**config.mk**
```make
export PLATFORM = sky130hd
export DESIGN_NAME = umx_core
export DESIGN_NICKNAME = d
export VERILOG_FILES = /design/src/rtl/umx_pkg.sv /design/src/rtl/umx_core.sv
export VERILOG_INCLUDE_DIRS = /design/src /design/src/rtl
export SDC_FILE = /design/constraint.sdc
export NUM_CORES = 1
export LEC_CHECK = 0
export ABC_AREA = 1
export BUFFER_PORTS_ARGS = -buffer_cell sky130_fd_sc_hd__buf_4
export CAP_MARGIN = 20
export CORE_ASPECT_RATIO = 1.1
export CORE_MARGIN = 2
export CORE_UTILIZATION = 30
export CTS_CLUSTER_SIZE = 14
export DETAILED_ROUTE_END_ITERATION = 6
export GPL_ROUTABILITY_DRIVEN = 0
export SETUP_SLACK_MARGIN = 0.5
export SKIP_LAST_GASP = 1
export SYNTH_ARGS = -nofsm -noshare
export SYNTH_HDL_FRONTEND = slang
export SYNTH_SLANG_ARGS = --single-unit
```
**constraint.sdc**
```tcl
create_clock -name clk_sys -period 6.13 [get_ports clk_sys]
set_clock_uncertainty 0.15 [all_clocks]
set_input_delay 0.613 -clock clk_sys [delete_from_list [all_inputs] [get_ports clk_sys]]
set_output_delay 0.613 -clock clk_sys [all_outputs]
set_load 0.02 [all_outputs]
```
**src/rtl/umx_params.svh**
```systemverilog
// Constants for the multiprocessor serial transceiver
`ifndef UMX_PARAMS_SVH
`define UMX_PARAMS_SVH
`define UMX_CLK_MHZ 100
`define UMX_DEGLITCH_NS 300
`define UMX_DEGLITCH_CYC ((`UMX_DEGLITCH_NS * `UMX_CLK_MHZ + 999) / 1000)
`define UMX_DIV_DEFAULT 16'h0364
`define UMX_IDLE_MARKS 4'hA
`define UMX_WAKE_IDLE_BITS 4'hB
`define UMX_BREAK_LOWS 4'hA
`define UMX_ADDR_CTRL 4'h0
`define UMX_ADDR_STAT 4'h1
`define UMX_ADDR_TXBUF 4'h2
`define UMX_ADDR_RXBUF 4'h3
`define UMX_ADDR_DIV 4'h4
`define UMX_CTRL_RESET 16'h0001
`endif

```
**src/rtl/umx_pkg.sv**
```systemverilog
// Types for the multiprocessor serial transceiver
package umx_pkg;
	typedef struct packed {
		logic [3:0] addr;
		logic [15:0] wdata;
		logic wr;
		logic rd;
	} umx_bus_t;
	typedef enum logic [2:0] {
		RX_IDLE = 3'h0,
		RX_GLITCH = 3'h1,
		RX_START = 3'h3,
		RX_BITS = 3'h2,
		RX_STOP = 3'h6,
		RX_BREAK = 3'h7
	} umx_rx_st_t;
	typedef enum logic [1:0] {
		TX_IDLE = 2'h0,
		TX_SHIFT = 2'h1,
		TX_IDLE_GAP = 2'h3
	} umx_tx_st_t;
endpackage

```
**src/rtl/umx_core.sv**
```systemverilog
// Multiprocessor serial transceiver core with register port
// Overview of operation
// - Power-up clear resets unit and sets soft reset bit, holding unit reset
// - Soft reset clears interrupt enables, flags, address request and tag, errors; sets ready and empty
// - Frame: start, 7 or 8 data, optional address bit, optional parity, 1 or 2 stops
// - Transmit and receive share one bit rate
// - Idle-line mode: ten marks after first stop bit mean idle line
// - First character after idle is address and sets receive address tag
// - Wake filter drops non-address characters; addresses buffered and flagged
// - Hardware never changes wake filter enable; software clears it
// - Shift load copies address request into wake latch, then clears request
// - Idle-line wake latch sends exactly eleven idle bits, dummy discarded
// - Address-bit mode: extra bit; set bit tags received address
// - Address request copied to address bit, cleared by hardware or reset
// - Receive lows shorter than 300 ns are ignored
// - Start bit and each data bit are majority voted; failed start abandons
// - Low first stop bit sets framing fault; second stop unchecked
// - Parity mismatch flagged; address bit included in parity
// - Loading receive buffer before prior read sets overrun
// - Ten lows after all-zero character with missing stop bit set break flag; receive flag only with error accept on
// - Error accept off: faulty characters not stored; on: stored and flagged
// - Summary error follows any flag; flags held until cleared or buffer read
// - Data shifted least significant bit first both directions
// - Vote samples at N/2-1, N/2, N/2+1 clock cycles into the bit
//
// The register offsets and the strobed register port were decided locally.
`timescale 1ns/1ps
`include "umx_params.svh"
module umx_core #(
	parameter logic [15:0] DIV_DEFAULT = `UMX_DIV_DEFAULT
) (
	// Clock and reset
	input wire logic clk_sys,
	input wire logic resetn,
	// Register port
	input wire umx_pkg::umx_bus_t bus,
	output logic [15:0] rdata,
	// Serial pins
	input wire logic serial_rx_pin,
	output logic serial_tx_pin,
	// Status outputs
	output logic rx_int_flag,
	output logic tx_ready_flag,
	output logic rx_int_enable,
	output logic tx_int_enable
);
	import umx_pkg::*;
	// Control fields
	logic soft_reset_bit_q, rx_enable_bit_q, tx_enable_bit_q;
	logic multiproc_format_sel_q, rx_wake_filter_enable_q, rx_error_accept_enable_q;
	logic char8_q, parity_en_q, parity_even_q, stop2_q;
	logic rx_int_enable_q, tx_int_enable_q;
	logic [15:0] div_q;
	// Status
	logic tx_address_request_q, wake_temp_latch_q, tx_ready_flag_q, tx_empty_flag_q;
	logic rx_int_flag_q, rx_address_tag_q;
	logic break_flag_q, parity_mismatch_flag_q, framing_fault_flag_q, overrun_flag_q;
	logic [7:0] tx_buffer_q, rx_buffer_q;
	logic [15:0] rdata_q;
	logic rx_any_error;
	logic wr_ctrl, wr_tx, rd_rx, wr_stat;

	assign wr_ctrl = bus.wr && bus.addr == `UMX_ADDR_CTRL;
	assign wr_stat = bus.wr && bus.addr == `UMX_ADDR_STAT;
	assign wr_tx = bus.wr && bus.addr == `UMX_ADDR_TXBUF;
	assign rd_rx = bus.rd && bus.addr == `UMX_ADDR_RXBUF;
	assign rx_any_error = break_flag_q | parity_mismatch_flag_q
		| framing_fault_flag_q | overrun_flag_q;

	// Control register; power-up clear sets soft reset
	always_ff @(posedge clk_sys or negedge resetn) begin
		if (!resetn) begin
			soft_reset_bit_q <= 1'b1;
			{rx_enable_bit_q, tx_enable_bit_q, multiproc_format_sel_q} <= 3'h0;
			{rx_wake_filter_enable_q, rx_error_accept_enable_q} <= 2'h0;
			{char8_q, parity_en_q, parity_even_q, stop2_q} <= 4'h0;
			{rx_int_enable_q, tx_int_enable_q} <= 2'h0;
			div_q <= DIV_DEFAULT;
		end else begin
			if (wr_ctrl) begin
				// Hardware never touches the wake filter bit
				soft_reset_bit_q <= bus.wdata[0];
				rx_enable_bit_q <= bus.wdata[1];
				tx_enable_bit_q <= bus.wdata[2];
				multiproc_format_sel_q <= bus.wdata[3];
				rx_wake_filter_enable_q <= bus.wdata[4];
				rx_error_accept_enable_q <= bus.wdata[5];
				char8_q <= bus.wdata[6];
				parity_en_q <= bus.wdata[7];
				parity_even_q <= bus.wdata[8];
				stop2_q <= bus.wdata[9];
				rx_int_enable_q <= bus.wdata[10];
				tx_int_enable_q <= bus.wdata[11];
			end
			// Enables cleared by soft reset, rx/tx enables kept
			if (soft_reset_bit_q) begin
				rx_int_enable_q <= 1'b0;
				tx_int_enable_q <= 1'b0;
			end
			if (bus.wr && bus.addr == `UMX_ADDR_DIV) begin
				div_q <= bus.wdata;
			end
		end
	end

	// Shared bit-rate divisor and half-bit count: one rate for both paths
	logic [15:0] half;
	assign half = {1'b0, div_q[15:1]};

	// Input synchroniser and deglitch filter
	logic rx_s1_q, rx_s2_q, rx_f_q;
	logic [7:0] glitch_cnt_q;
	always_ff @(posedge clk_sys or negedge resetn) begin
		if (!resetn) begin
			rx_s1_q <= 1'b1;
			rx_s2_q <= 1'b1;
		end else begin
			rx_s1_q <= serial_rx_pin;
			rx_s2_q <= rx_s1_q;
		end
	end

	// Receive state
	umx_rx_st_t rx_st_q;
	logic [15:0] rx_cnt_q;
	logic [3:0] rx_bit_q, rx_nbits, low_cnt_q, mark_cnt_q;
	logic [1:0] votes_q;
	logic [10:0] rx_sh_q;
	logic idle_seen_q, vote, rx_done, rx_addr, rx_perr, rx_ferr;
	assign vote = (votes_q[0] & votes_q[1]) | (votes_q[0] & rx_s2_q)
		| (votes_q[1] & rx_s2_q);
	// Character length after start: data, address, parity
	assign rx_nbits = 4'(char8_q ? 8 : 7) + 4'(multiproc_format_sel_q) + 4'(parity_en_q);

	// Receiver sequencer; samples at N/2-1, N/2, N/2+1
	always_ff @(posedge clk_sys or negedge resetn) begin
		if (!resetn) begin
			rx_st_q <= RX_IDLE;
			rx_cnt_q <= 16'h0000;
			rx_bit_q <= 4'h0;
			votes_q <= 2'h3;
			rx_sh_q <= 11'h000;
			glitch_cnt_q <= 8'h00;
			low_cnt_q <= 4'h0;
		end else if (soft_reset_bit_q || !rx_enable_bit_q) begin
			rx_st_q <= RX_IDLE;
		end else begin
			rx_cnt_q <= rx_cnt_q + 16'h0001;
			if (rx_cnt_q == half - 16'h0001) votes_q[0] <= rx_s2_q;
			if (rx_cnt_q == half) votes_q[1] <= rx_s2_q;
			case (rx_st_q)
				RX_IDLE: begin
					glitch_cnt_q <= 8'h00;
					if (!rx_s2_q) rx_cnt_q <= 16'h0000; // Runs on in idle to time marks
					if (!rx_s2_q) rx_st_q <= RX_GLITCH;
				end
				RX_GLITCH: begin
					// Short lows never start a character
					glitch_cnt_q <= glitch_cnt_q + 8'h01;
					if (rx_s2_q) rx_st_q <= RX_IDLE;
					else if (glitch_cnt_q == 8'(`UMX_DEGLITCH_CYC)) rx_st_q <= RX_START;
				end
				RX_START: begin
					if (rx_cnt_q == half + 16'h0001) begin
						// Failed start vote abandons reception
						rx_st_q <= vote ? RX_IDLE : RX_BITS;
						rx_bit_q <= 4'h0;
					end
				end
				RX_BITS: begin
					if (rx_cnt_q == half + 16'h0001) begin
						// LSB arrives first, shifts down
						rx_sh_q <= {vote, rx_sh_q[10:1]};
						rx_bit_q <= rx_bit_q + 4'h1;
						if (rx_bit_q == rx_nbits - 4'h1) rx_st_q <= RX_STOP;
					end
				end
				RX_STOP: begin
					if (rx_cnt_q == half + 16'h0001) begin
						low_cnt_q <= 4'h0;
						rx_st_q <= (!vote && rx_al == 11'h000) ? RX_BREAK : RX_IDLE;
					end
				end
				RX_BREAK: begin
					// Count further low bits until line rises
					if (rx_s2_q) rx_st_q <= RX_IDLE;
					else if (rx_cnt_q == half + 16'h0001 && low_cnt_q != 4'hF)
						low_cnt_q <= low_cnt_q + 4'h1;
				end
				default: rx_st_q <= RX_IDLE;
			endcase
			if (rx_cnt_q == div_q - 16'h0001) rx_cnt_q <= 16'h0000;
		end
	end

	// Character aligned to bit 0 after shifting; extract fields
	logic [10:0] rx_al;
	logic [7:0] rx_data;
	assign rx_al = rx_sh_q >> (4'd11 - rx_nbits);
	assign rx_data = char8_q ? rx_al[7:0] : {1'b0, rx_al[6:0]};
	assign rx_addr = multiproc_format_sel_q ? rx_al[char8_q ? 8 : 7] : idle_seen_q;
	// Parity covers data and address bit
	assign rx_perr = parity_en_q && ((^rx_al[rx_nbits - 4'h1 -: 1] ^ ^(rx_al & ~(11'h001 <<
		(rx_nbits - 4'h1))) ^ ~parity_even_q) == 1'b1);
	assign rx_ferr = rx_st_q == RX_STOP && !vote;
	assign rx_done = rx_st_q == RX_STOP && rx_cnt_q == half + 16'h0001;
	logic brk_hit;
	assign brk_hit = rx_st_q == RX_BREAK && low_cnt_q == `UMX_BREAK_LOWS - 4'h1
		&& rx_cnt_q == half + 16'h0001;

	// Idle-line detector: marks after first stop bit
	always_ff @(posedge clk_sys or negedge resetn) begin
		if (!resetn) begin
			mark_cnt_q <= 4'h0;
			idle_seen_q <= 1'b0;
		end else if (rx_st_q != RX_IDLE || !rx_s2_q || soft_reset_bit_q || !rx_enable_bit_q) begin
			mark_cnt_q <= 4'h0;
			if (rx_done) idle_seen_q <= 1'b0;
		end else if (rx_cnt_q == half + 16'h0001 && mark_cnt_q != `UMX_IDLE_MARKS) begin
			mark_cnt_q <= mark_cnt_q + 4'h1;
			if (mark_cnt_q == `UMX_IDLE_MARKS - 4'h1) idle_seen_q <= 1'b1;
		end
	end

	// Receive buffer and flags; set wins over clear
	logic accept, store, any_err;
	assign any_err = rx_ferr | rx_perr;
	assign accept = rx_done && (!rx_wake_filter_enable_q || rx_addr);
	assign store = accept && (rx_error_accept_enable_q || !any_err);
	always_ff @(posedge clk_sys or negedge resetn) begin
		if (!resetn) begin
			rx_buffer_q <= 8'h00;
			{rx_int_flag_q, rx_address_tag_q, overrun_flag_q} <= 3'h0;
			{break_flag_q, parity_mismatch_flag_q, framing_fault_flag_q} <= 3'h0;
		end else if (soft_reset_bit_q) begin
			rx_int_flag_q <= 1'b0;
			rx_address_tag_q <= 1'b0;
			{break_flag_q, parity_mismatch_flag_q, framing_fault_flag_q} <= 3'h0;
			overrun_flag_q <= 1'b0;
		end else begin
			// Buffer read clears flags; status write clears error flags written as ones
			if (rd_rx) begin
				rx_int_flag_q <= 1'b0;
				{break_flag_q, parity_mismatch_flag_q, framing_fault_flag_q} <= 3'h0;
				overrun_flag_q <= 1'b0;
			end
			if (wr_stat) begin
				break_flag_q <= break_flag_q & ~bus.wdata[3];
				parity_mismatch_flag_q <= parity_mismatch_flag_q & ~bus.wdata[4];
				framing_fault_flag_q <= framing_fault_flag_q & ~bus.wdata[5];
				overrun_flag_q <= overrun_flag_q & ~bus.wdata[6];
			end
			if (accept) begin
				if (rx_ferr) framing_fault_flag_q <= 1'b1;
				if (rx_perr) parity_mismatch_flag_q <= 1'b1;
			end
			if (store) begin
				if (rx_int_flag_q && !rd_rx) overrun_flag_q <= 1'b1;
				rx_buffer_q <= rx_data;
				rx_int_flag_q <= 1'b1;
				rx_address_tag_q <= rx_addr;
			end
			if (brk_hit) begin
				break_flag_q <= 1'b1;
				if (rx_error_accept_enable_q) rx_int_flag_q <= 1'b1;
			end
		end
	end

	// Transmitter
	umx_tx_st_t tx_st_q;
	logic [15:0] tx_cnt_q;
	logic [3:0] tx_bit_q, tx_total;
	logic [12:0] tx_sh_q;
	logic tx_par, tx_bit_end, tx_pin_q;
	assign tx_bit_end = tx_cnt_q == div_q - 16'h0001;
	// Start + data + addr + parity + stops
	assign tx_total = 4'h1 + rx_nbits + (stop2_q ? 4'h2 : 4'h1);
	assign tx_par = ^(char8_q ? tx_buffer_q : {1'b0, tx_buffer_q[6:0]})
		^ (multiproc_format_sel_q & tx_address_request_q) ^ ~parity_even_q;
	logic [12:0] tx_frame;
	always_comb begin
		logic [10:0] body;
		body = char8_q ? {3'h0, tx_buffer_q} : {4'h0, tx_buffer_q[6:0]};
		if (multiproc_format_sel_q)
			body = body | (11'(tx_address_request_q) << (char8_q ? 8 : 7));
		if (parity_en_q)
			body = body | (11'(tx_par) << (rx_nbits - 4'h1));
		// Stop bits and idle above the frame are marks
		tx_frame = {1'b1, body, 1'b0} | ~(13'h1FFF >> (4'd12 - rx_nbits));
	end

	always_ff @(posedge clk_sys or negedge resetn) begin
		if (!resetn) begin
			tx_st_q <= TX_IDLE;
			tx_cnt_q <= 16'h0000;
			tx_bit_q <= 4'h0;
			tx_sh_q <= 13'h1FFF;
			tx_pin_q <= 1'b1;
			tx_ready_flag_q <= 1'b1;
			tx_empty_flag_q <= 1'b1;
			tx_address_request_q <= 1'b0;
			wake_temp_latch_q <= 1'b0;
			tx_buffer_q <= 8'h00;
		end else if (soft_reset_bit_q) begin
			tx_st_q <= TX_IDLE;
			tx_pin_q <= 1'b1;
			tx_ready_flag_q <= 1'b1;
			tx_empty_flag_q <= 1'b1;
			tx_address_request_q <= 1'b0;
			if (wr_tx) tx_buffer_q <= bus.wdata[7:0];
		end else begin
			if (wr_tx) begin
				tx_buffer_q <= bus.wdata[7:0];
				tx_ready_flag_q <= 1'b0;
				tx_empty_flag_q <= 1'b0;
			end
			tx_cnt_q <= tx_bit_end ? 16'h0000 : tx_cnt_q + 16'h0001;
			case (tx_st_q)
				TX_IDLE: begin
					tx_pin_q <= 1'b1;
					if (!tx_ready_flag_q && tx_enable_bit_q && !wr_tx) begin
						// Load shifter, move request into wake latch
						wake_temp_latch_q <= tx_address_request_q;
						tx_address_request_q <= 1'b0;
						tx_ready_flag_q <= 1'b1;
						tx_cnt_q <= 16'h0000;
						tx_bit_q <= 4'h0;
						tx_sh_q <= tx_frame;
						if (tx_address_request_q && !multiproc_format_sel_q) begin
							tx_st_q <= TX_IDLE_GAP; // Dummy discarded
						end else begin
							tx_st_q <= TX_SHIFT;
							tx_pin_q <= 1'b0;
						end
					end else if (tx_ready_flag_q) begin
						tx_empty_flag_q <= 1'b1;
					end
				end
				TX_SHIFT: begin
					if (tx_bit_end) begin
						tx_sh_q <= {1'b1, tx_sh_q[12:1]};
						tx_pin_q <= tx_sh_q[1];
						tx_bit_q <= tx_bit_q + 4'h1;
						if (tx_bit_q == tx_total - 4'h1) tx_st_q <= TX_IDLE;
					end
				end
				TX_IDLE_GAP: begin
					// Exactly eleven mark bits on the line
					tx_pin_q <= 1'b1;
					if (tx_bit_end) begin
						tx_bit_q <= tx_bit_q + 4'h1;
						if (tx_bit_q == `UMX_WAKE_IDLE_BITS - 4'h1) tx_st_q <= TX_IDLE;
					end
				end
				default: tx_st_q <= TX_IDLE;
			endcase
			if (wr_stat && bus.wdata[0]) tx_address_request_q <= 1'b1; // Set beats load clear
		end
	end
	// Register read port, data one cycle after strobe
	always_ff @(posedge clk_sys or negedge resetn) begin
		if (!resetn) begin
			rdata_q <= 16'h0000;
		end else if (bus.rd) begin
			case (bus.addr)
				`UMX_ADDR_CTRL: rdata_q <= {4'h0, tx_int_enable_q, rx_int_enable_q, stop2_q,
					parity_even_q, parity_en_q, char8_q, rx_error_accept_enable_q,
					rx_wake_filter_enable_q, multiproc_format_sel_q, tx_enable_bit_q,
					rx_enable_bit_q, soft_reset_bit_q};
				`UMX_ADDR_STAT: rdata_q <= {6'h00, tx_empty_flag_q, tx_ready_flag_q,
					rx_int_flag_q, overrun_flag_q, framing_fault_flag_q,
					parity_mismatch_flag_q, break_flag_q, rx_any_error,
					rx_address_tag_q, tx_address_request_q};
				`UMX_ADDR_RXBUF: rdata_q <= {8'h00, rx_buffer_q};
				`UMX_ADDR_TXBUF: rdata_q <= {8'h00, tx_buffer_q};
				`UMX_ADDR_DIV: rdata_q <= div_q;
				default: rdata_q <= 16'h0000;
			endcase
		end else begin
			rdata_q <= 16'h0000;
		end
	end

	// Outputs from flops
	always_ff @(posedge clk_sys or negedge resetn) begin
		if (!resetn) begin
			{rx_int_flag, tx_ready_flag, rx_int_enable, tx_int_enable} <= 4'h4;
		end else begin
			rx_int_flag <= rx_int_flag_q;
			tx_ready_flag <= tx_ready_flag_q;
			rx_int_enable <= rx_int_enable_q;
			tx_int_enable <= tx_int_enable_q;
		end
	end
	assign rdata = rdata_q;
	assign serial_tx_pin = tx_pin_q;
endmodule // umx_core

```
==> results.py, run 1 <==
metrics = {
    "cells_and_area": {
        "fin_util_pct": 34.4,
        "syn_to_final_growth_pct": 12.8,
        "layout.nets": 1635,
        "fillers": 3893,
        "drive_above_1_share_pct": 9.41,
    },
    "logic_synthesis": {
        "synth_edf_count": 0,
        "synth_top_cell_area_share_pct": 31.0,
        "synth_common_cells": "nand2_1 (402), inv_1 (210), dfrtp_1 (137), nor2_1 (137), nand3_1 (123)",
        "synth-seq-area-share_pct": 36.9,
        "synthFlopType": "dfrtp_1",
        "ys_warn_count": 0,
        "ys_async_sr_fraction_pct": 100,
        "syn_inst": 1549,
        "synth.largest_area_cell": "dfrtp_1",
        "yosysMostFrequentCell": "nand2_1",
        "synth.area.top_cells": "dfrtp_1 (31%), nand2_1 (14%), inv_1 (7.1%)",
        "synth_seq_cells": 162,
        "synth.net_count": 1603,
        "synth_cell_types": 53,
        "syn_area_um2": 11100,
        "avgSynthCellArea_um2": 7.14,
    },
    "global_routing": {
        "grt-busiest-layer": "met2",
        "grt_max_degree": 95,
        "grt_usage_pct": 17.6,
        "grt_pass1_wl_um": 53300,
        "antenna_found_initial": 0,
        "grt_overflow_total": 0,
        "use_met1_pct": 22.1,
        "grt_pass1_vias": 10100,
        "grtUsageMet2_pct": 30.2,
        "met3_usage_pct": 2.30,
    },
    "drt": {
        "wirelength_um": 32900,
        "drt_iter0_markers": 668,
        "viasPerCell": 4.97,
        "vias": 10300,
        "drt_first_pass_iters": 5,
        "ant_nets": 0,
        "drc_errors": 0,
        "wire_per_inst_um": 15.8,
    },
    "power_and_ir_drop": {
        "power_density_nw_per_um2": 320,
        "p_clk_share_pct": 28.2,
        "sw_frac_of_total_pct": 42.2,
        "vdd_drop_max_v": 0.000229,
        "seqPwrFrac_pct": 33.9,
        "switchingPower_w": 0.00169,
        "p_int_w": 0.00231,
        "combPwrFrac_pct": 37.9,
        "leakagePower_nw": 5.99,
    },
    "clock_network": {
        "cts_buffer_depth": 2,
        "numCtsBuffers": 17,
        "ctsHoldBuffers": 0,
        "clock-sinks": 162,
        "cts_resized": 0,
        "htreeDepth": 4,
        "path_clk_slew_ns": 0.07,
        "cts_root_buf": "clkbuf_16",
        "insertion_delay_ns": 0.45,
        "cts_post_setup_buffers_inserted": 0,
        "cts_tree": "built",
    },
    "setup_path": {
        "r2r_start": "char8_q",
        "start_kind": "flop",
        "crit_type": "reg -> reg",
        "critPathRequiredTime_ns": 6.32,
        "worstRegToRegCells": 21,
        "rrSetupSlack_ns": 1.97,
        "cp_max_fo": 19,
        "endpoint_kind": "flop",
        "startpoint": "char8_q",
        "crit_path_end": "rx_buffer_q[1]",
        "r2r-end": "rx_buffer_q[1]",
        "critPathArrivalTime_ns": 4.35,
    },
    "die": {
        "die_y_um": 205,
        "die_x_um": 187,
        "io_pins": 46,
        "rows": 73,
        "dieArea_um2": 38400,
        "coreArea_um2": 36300,
        "start_util_pct": 30.5,
    },
    "sta": {
        "fmax_ghz": 0.240,
        "rsz0062_at_grt": "no",
        "worst_pin_slew_ns": 1.00,
        "hold_viol": 0,
        "slew_viol_final": 0,
        "layout_min_cycle_time_ns": 4.16,
        "period_share_pct": 67.9,
        "setup_tns_ns": 0,
        "slew_headroom_pct": 33.1,
        "setup_violations": 0,
    },
    "run_status": {
        "status": "completed",
    },
    "worst_hold_path": {
        "hp-class": "in -> async",
    },
    "place": {
        "dp_hpwl_um": 25300,
        "io_buffer_count": 45,
    },
    "flow_run": {
        "cap_viol_max_count": 0,
    },
}
## sequential cells by signal (all words and copies together), names as in the netlist, 2 cells and up
register,count
tx_bit_q,4
tx_buffer_q,8
rx_cnt_q,16
tx_cnt_q,16
rx_st_q,3
votes_q,2
rdata,16
div_q,16
low_cnt_q,4
glitch_cnt_q,8
rx_sh_q,11
tx_st_q,2
rx_bit_q,4
rx_buffer_q,8
tx_sh_q,11
mark_cnt_q,4
## kinds of logic after synthesis
| logic type | share of synthesized area [%] |
|---|---|
| muxes | 0.0905 |
| DFF | 36.9 |
| AOI/OAI and AO/OA | 11.4 |
| xor gates and xnor gates | 7.89 |
| buffers and inverters | 9.26 |
| and+or+nand+nor | 30.9 |
| adders and majority gates | 3.55 |
## area by class of cell
| type | instances | area (um^2) | share of cell area (%) |
|---|---|---|---|
| Clock buffer | 18 | 429 | 3.44 |
| Antenna cell | 1 | 2.50 | 0.0201 |
| Tap cell | 487 | 609 | 4.88 |
| Clock inverter | 14 | 168 | 1.34 |
| Inverter | 219 | 822 | 6.59 |
| Multi-Input combinational cell | 1130 | 5960 | 47.7 |
| Timing Repair Buffer | 51 | 407 | 3.26 |
| Sequential cell | 162 | 4090 | 32.7 |
## critical path, cell delays in order, from the launching register on
cell and delay (ns):
dfrtp_1 0.41, inv_1 0.22, fa_1 1.08, inv_2 0.30
nand2_1 0.15, nand3_1 0.14, nand3_1 0.12, nand2_1 0.11
inv_1 0.09, nand2_1 0.05, nand2_1 0.09, inv_1 0.06
nand2_1 0.07, nand3_1 0.06, nand2_1 0.08, nand3_1 0.08
nand3_1 0.08, nand2_1 0.05, nand2_1 0.33, nand3_4 0.18
nand2_1 0.11, nand2_1 0.05
## power groups by stage
| stage | Sequential (W) | Combinational (W) | Clock [W] |
|---|---|---|---|
| after floorplan | 0.00129 | 0.00118 | 0 |
| after global placement | 0.00137 | 0.00146 | 0 |
| after detailed placement | 0.00137 | 0.00148 | 0 |
| after CTS | 0.00135 | 0.00149 | 0.00115 |
| after global routing | 0.00137 | 0.00171 | 0.00119 |
| final | 0.00135 | 0.00151 | 0.00113 |
## worst min path at each step
stage | start | slack (ns) | end | cells past startpoint
final | resetn | 0.13 | tx_bit_q[2] | 1
after global placement | rx_s1_q | 0.20 | rx_s2_q | 0
after global routing | serial_rx_pin | 0.12 | rx_s1_q | 1
after floorplan | resetn | 0.17 | break_flag_q | 0
after CTS | serial_rx_pin | 0.11 | rx_s1_q | 1
after detailed placement | rx_s1_q | 0.20 | rx_s2_q | 0
## through the flow
step           cell area (um^2)  cells  setup WS [ns]  power [W]  hold slack [ns]
2_1_floorplan             11100   1549           2.99    0.00247            0.167
3_3_place_gp              11900   2048           2.08    0.00282            0.197
3_5_place_dp              11900   2048           1.94    0.00285            0.198
4_1_cts                   12400   2080           1.92    0.00399            0.113
6_report                  12500   2082           1.97    0.00399            0.125
5_1_grt                   12500   2081           1.44    0.00427            0.116
## layout by cell type, fill, tap and decap left out, types with 5 or more instances in the layout
cell type  count
clkbuf_16     17
nand2_2        6
xor2_1        78
nand4_1       38
a21oi_1       50
o22ai_1       22
ha_1          25
a31oi_1        7
o21ai_2        8
nand2_1      402
inv_1        210
buf_4         49
nor2_1       137
o21ai_1        7
a221oi_1       9
xnor2_1       18
dfstp_2       25
dfrtp_1      137
nand3_1      123
inv_6          5
or2_2          7
inv_2          7
o21ai_0       96
nor4_1         9
o31ai_1        6
nor3_1        37
## metal layers
metal  routed length, um  part of all wire (%)
met3                1210                   3.7
met1               14700                    45
met2               15900                    48
met5                   0                     0
met4                1150                   3.5
(Power assumes the default switching activity.)
==> inputs of run 2 (changes only) <==
==> constraint.sdc (replaced) <==
create_clock -name clk_sys -period 4.05 [get_ports clk_sys]
set_clock_uncertainty 0.15 [all_clocks]
set_input_delay 0.405 -clock clk_sys [delete_from_list [all_inputs] [get_ports clk_sys]]
set_output_delay 0.405 -clock clk_sys [all_outputs]
set_load 0.02 [all_outputs]
==> results.py, run 2 (synthesis gave the netlist of run 1 again) <==
metrics = {
    "drt": {
        "ant_nets": 0,
        "drt_first_pass_iters": 5,
        "wirelength_um": 33400,
        "drc_errors": 0,
        "wire_per_inst_um": 15.8,
        "vias": 10500,
        "drt_iter0_markers": 806,
        "viasPerCell": 4.99,
    },
    "clock_network": {
        "htreeDepth": 4,
        "numCtsBuffers": 17,
        "cts_tree": "built",
        "cts_buffer_depth": 2,
        "insertion_delay_ns": 0.45,
        "path_clk_slew_ns": 0.07,
        "clock-sinks": 162,
        "cts_root_buf": "clkbuf_16",
    },
    "setup_path": {
        "worstRegToRegCells": 13,
        "rrSetupSlack_ns": 0.68,
        "r2r_start": "char8_q",
        "crit_slowest_cell": "fa_2",
        "cp_max_fo": 4,
        "crit_type": "reg -> reg",
        "path_delay_family": "adder cells",
        "worst_path_largest_cell_delay_ns": 0.53,
        "start_kind": "flop",
        "critical_path_buf_inv_count": 2,
        "critPathRequiredTime_ns": 4.21,
        "r2r-end": "tx_st_q[0]",
        "critPathArrivalTime_ns": 3.52,
        "cp_cell_sequence": "inv_2 > fa_2 > buf_4 > ha_1 > fa_1 > xnor2_1 > xor2_1 > nor2_1 > o2111ai_2 > a221oi_2 > a21oi_1 > nand2_1 > o21ai_0",
        "endpoint_kind": "flop",
    },
    "cells_and_area": {
        "syn_to_final_growth_pct": 15.9,
        "drive_above_1_share_pct": 13.5,
        "seqCellArea_um2": 4090,
        "final_cell_mix": "nand2_1 (390), inv_1 (204), dfrtp_1 (135)",
        "finalNonFillerCells": 2109,
        "multi_input_area_um2": 6120,
        "layout_commonest_cell": "nand2_1",
        "fillers": 3801,
        "layout.nets": 1662,
    },
    "power_and_ir_drop": {
        "power_density_nw_per_um2": 487,
        "seqPwrFrac_pct": 32.8,
        "sw_frac_of_total_pct": 43.2,
        "combPwrFrac_pct": 41.3,
        "p_clk_share_pct": 25.9,
        "vdd_drop_max_v": 0.000315,
        "p_int_w": 0.00354,
        "leakagePower_nw": 6.13,
        "switchingPower_w": 0.00270,
    },
    "sta": {
        "period_share_pct": 83.1,
        "slew_headroom_pct": 29.1,
        "setup_tns_ns": 0,
        "fmax_ghz": 0.297,
        "worst_pin_slew_ns": 1.06,
        "setup_violations": 0,
        "whs_ns": 0.0502,
        "rsz0062_at_grt": "yes",
        "slew_viol_final": 0,
        "layout_min_cycle_time_ns": 3.37,
        "hold_viol": 0,
    },
    "global_routing": {
        "grt_usage_pct": 17.7,
        "grt_pass1_wl_um": 53700,
        "grt_max_degree": 78,
        "grt_pass1_vias": 10100,
        "antenna_found_initial": 0,
        "grt_overflow_total": 0,
    },
    "worst_hold_path": {
        "hold_end": "parity_en_q",
        "whs_path_depth": 3,
        "hp-class": "in -> reg",
        "hp-start": "bus[9]",
    },
    "die": {
        "die_x_um": 187,
        "dieArea_um2": 38400,
        "io_pins": 46,
        "rows": 73,
        "die_y_um": 205,
        "start_util_pct": 30.5,
        "coreArea_um2": 36300,
    },
    "place": {
        "dp_cells": 2059,
        "io_buffer_count": 45,
        "dp_hpwl_um": 25700,
    },
    "run_status": {
        "status": "completed",
    },
    "flow_run": {
        "cap_viol_max_count": 0,
    },
}
run 2: layer usage:
layer	vias up	wire length, um	part of all wire (%)	GRT usage [%]
li1	5137	-	-	-
met1	4996	14600	44	22.4
met2	326	16200	49	30.8
met3	62	1540	4.6	2.44
met4	0	1050	3.1	6.72
met5	-	0	0	0
run 2: layout make-up:
cell class	count	area share, %
clock inverters	15	1.09
well taps	487	4.75
clock buffers	17	3.32
repair inverters	1	0.0586
repair buffers	77	4.64
flip-flops and latches	162	31.9
diodes	1	0.0195
inverters	219	6.52
multi-input cells	1130	47.7
run 2: worst max-delay path by stage:
stage                                      start             end  slack [ns]  depth (start not counted)
after floorplan           multiproc_format_sel_q  rx_buffer_q[7]        0.91                         20
after global placement    multiproc_format_sel_q  rx_buffer_q[4]        0.41                         21
after detailed placement  multiproc_format_sel_q  rx_buffer_q[4]        0.29                         21
after CTS                 multiproc_format_sel_q  rx_buffer_q[4]        0.57                         20
after global routing                 parity_en_q  rx_buffer_q[5]        0.47                         22
final                                    char8_q      tx_st_q[0]        0.68                         13
run 2: what timing repair did:
| item | in CTS | in global routing |
|---|---|---|
| pin swaps | 1 | 8 |
| buffers inserted | 2 | 12 |
| gates resized for setup | 6 | 51 |
| cloned | 0 | 1 |
| endpoints found under the hold margin | 70 | 0 |
| hold buffers | 2 | 0 |
| setup endpoints to repair | 13 | 35 |
run 2: metrics by stage:
| stage | worst slack, ns | util, % | power (W) | cell area (um^2) |
|---|---|---|---|---|
| final | 0.685 | 35.4 | 0.00624 | 12800 |
| after global routing | 0.471 | 35.4 | 0.00666 | 12800 |
| after CTS | 0.566 | 34.6 | 0.00601 | 12600 |
| after detailed placement | 0.287 | 32.9 | 0.00435 | 11900 |
| after global placement | 0.408 | 32.9 | 0.00432 | 11900 |
| after floorplan | 0.906 | - | 0.00374 | 11100 |
run 2: power groups by stage:
stage / Sequential, W / Clock (W) / Combinational, W
final: 0.00205 / 0.00161 / 0.00258
after global routing: 0.00208 / 0.00171 / 0.00288
after CTS: 0.00204 / 0.00164 / 0.00233
after floorplan: 0.00195 / 0 / 0.00178
after global placement: 0.00207 / 0 / 0.00225
after detailed placement: 0.00207 / 0 / 0.00229
run 2: worst min-delay path: stages:
cell and delay [ns]:
buf_4 0.10, nand2_1 0.05, o21ai_0 0.06
==> inputs of run 3 (changes only) <==
==> constraint.sdc (replaced) <==
create_clock -name clk_sys -period 3.5 [get_ports clk_sys]
set_clock_uncertainty 0.15 [all_clocks]
set_input_delay 0.35 -clock clk_sys [delete_from_list [all_inputs] [get_ports clk_sys]]
set_output_delay 0.35 -clock clk_sys [all_outputs]
set_load 0.02 [all_outputs]
==> results.py, run 3 (synthesis gave the netlist of run 1 again) <==
metrics = {
    "setup_path": {
        "endpoint_kind": "flop",
        "cp_max_fo": 8,
        "crit_type": "reg -> reg",
        "critPathRequiredTime_ns": 3.69,
        "crit_slowest_cell": "fa_2",
        "critPathArrivalTime_ns": 3.38,
        "worst_path_largest_cell_delay_ns": 0.66,
        "start_kind": "flop",
        "cp_cell_sequence": "inv_4 > fa_2 > buf_12 > buf_12 > nand2_4 > nand2_2 > nand3_1 > inv_2 > nand2_1 > nand3_1 > nand2_2 > inv_2 > nand3_1 > nand2_1 > nand3_2 > nand3_2 > nand2_4 > nand2_8 > nand3_4 > nand2_2 > nand2_1",
    },
    "power_and_ir_drop": {
        "leakagePower_nw": 6.45,
        "vdd_drop_max_v": 0.000373,
        "power_density_nw_per_um2": 574,
        "power_w": 0.00786,
    },
    "sta": {
        "period_share_pct": 91.3,
        "worst_pin_slew_ns": 0.753,
        "slew_viol_final": 0,
        "hold_viol": 0,
        "fmax_ghz": 0.313,
        "setup_tns_ns": 0,
        "setup_violations": 0,
        "slew_headroom_pct": 49.8,
        "layout_min_cycle_time_ns": 3.19,
        "rsz0062_at_grt": "yes",
    },
    "die": {
        "rows": 73,
        "io_pins": 46,
        "start_util_pct": 30.5,
        "die_x_um": 187,
        "dieArea_um2": 38400,
        "coreArea_um2": 36300,
        "die_y_um": 205,
    },
    "clock_network": {
        "cts_tree": "built",
        "insertion_delay_ns": 0.45,
        "cts_buffer_depth": 2,
        "cts_root_buf": "clkbuf_16",
        "clock-sinks": 162,
        "path_clk_slew_ns": 0.07,
        "htreeDepth": 4,
        "numCtsBuffers": 17,
    },
    "drt": {
        "drc_errors": 0,
        "vias": 10700,
        "drt_first_pass_iters": 5,
        "wirelength_um": 34500,
        "drt_iter0_markers": 909,
        "ant_nets": 0,
        "viasPerCell": 5.01,
        "wire_per_inst_um": 16.1,
    },
    "cells_and_area": {
        "fillers": 3764,
        "antenna_cells": 0,
        "syn_to_final_growth_pct": 23.8,
        "layout_commonest_cell": "nand2_1",
        "drive_above_1_share_pct": 20.5,
        "final_cell_mix": "nand2_1 (364), inv_1 (192), dfrtp_1 (135)",
        "layout.nets": 1700,
    },
    "place": {
        "dp_hpwl_um": 26000,
        "io_buffer_count": 45,
    },
    "global_routing": {
        "grt_pass1_vias": 10500,
        "grt_overflow_total": 0,
        "grt_pass1_wl_um": 54600,
        "antenna_found_initial": 0,
        "grt_max_degree": 78,
        "grt_usage_pct": 17.8,
    },
    "flow_run": {
        "cap_viol_max_count": 0,
    },
    "run_status": {
        "status": "completed",
    },
    "worst_hold_path": {
        "hp-class": "in -> reg",
    },
}
run 3: path summary, 6_finish.rpt:
path | from | to | slack [ns] | cells past startpoint
max in group asynchronous | resetn | tx_sh_q[2] | 1.94 | 3
min in group asynchronous | resetn | tx_bit_q[3] | 0.37 | 2
hold reg to reg | rx_s1_q | rx_s2_q | 0.21 | 0
setup reg to reg | char8_q | rx_buffer_q[6] | 0.31 | 21
hold / removal | bus[17] | div_q[15] | 0.01 | 3
setup / recovery | char8_q | rx_buffer_q[6] | 0.31 | 21
run 3: cell type report:
cell class / count / area, um^2 / share of cell area [%]
clock buffers: 17 / 425 / 3.11
multi-input cells: 1131 / 6550 / 47.8
inverters: 219 / 852 / 6.22
flip-flops and latches: 162 / 4090 / 29.8
well taps: 487 / 609 / 4.45
clock inverters: 15 / 209 / 1.53
repair buffers: 115 / 965 / 7.04
run 3: layer usage:
layer	up-vias	wire length, um	track usage (%)
li1	5239	-	-
met1	5120	15000	22.6
met2	311	16800	30.4
met3	74	1510	2.46
met4	0	1230	7.88
met5	-	0	0
run 3: worst max-delay path: cells and delay by family (launching register included):
kind,cells,cell delay [ns]
adders and majority gates,1,0.66
buffers and inverters,5,0.49
DFF,1,0.42
and+or+nand+nor,15,1.37
run 3: repair_timing:
action	4_1_cts	5_1_grt
hold buffers	6	1
cloned	1	2
endpoints found under the hold margin	73	1
pin swaps	10	45
endpoints found under the setup margin	77	86
gates resized for setup	45	129
setup buffers	6	23
run 3: power by group:
part | switching, W | internal (W)
logic | 0.00216 | 0.00129
clock network | 0.000946 | 0.00110
registers | 0.000271 | 0.00209
run 3: stage by stage:
stage	hold slack (ns)	setup slack, ns	instance area [um^2]	cells	util [%]
floorplan	-0.0956	0.523	11100	1549	-
global placement	0.196	0.216	12100	2075	33.3
detailed placement	0.198	0.135	12100	2075	33.3
CTS	0.000802	0.390	13000	2120	35.9
global route	0.00975	0.153	13700	2146	37.8
finish	0.0108	0.305	13700	2146	37.8
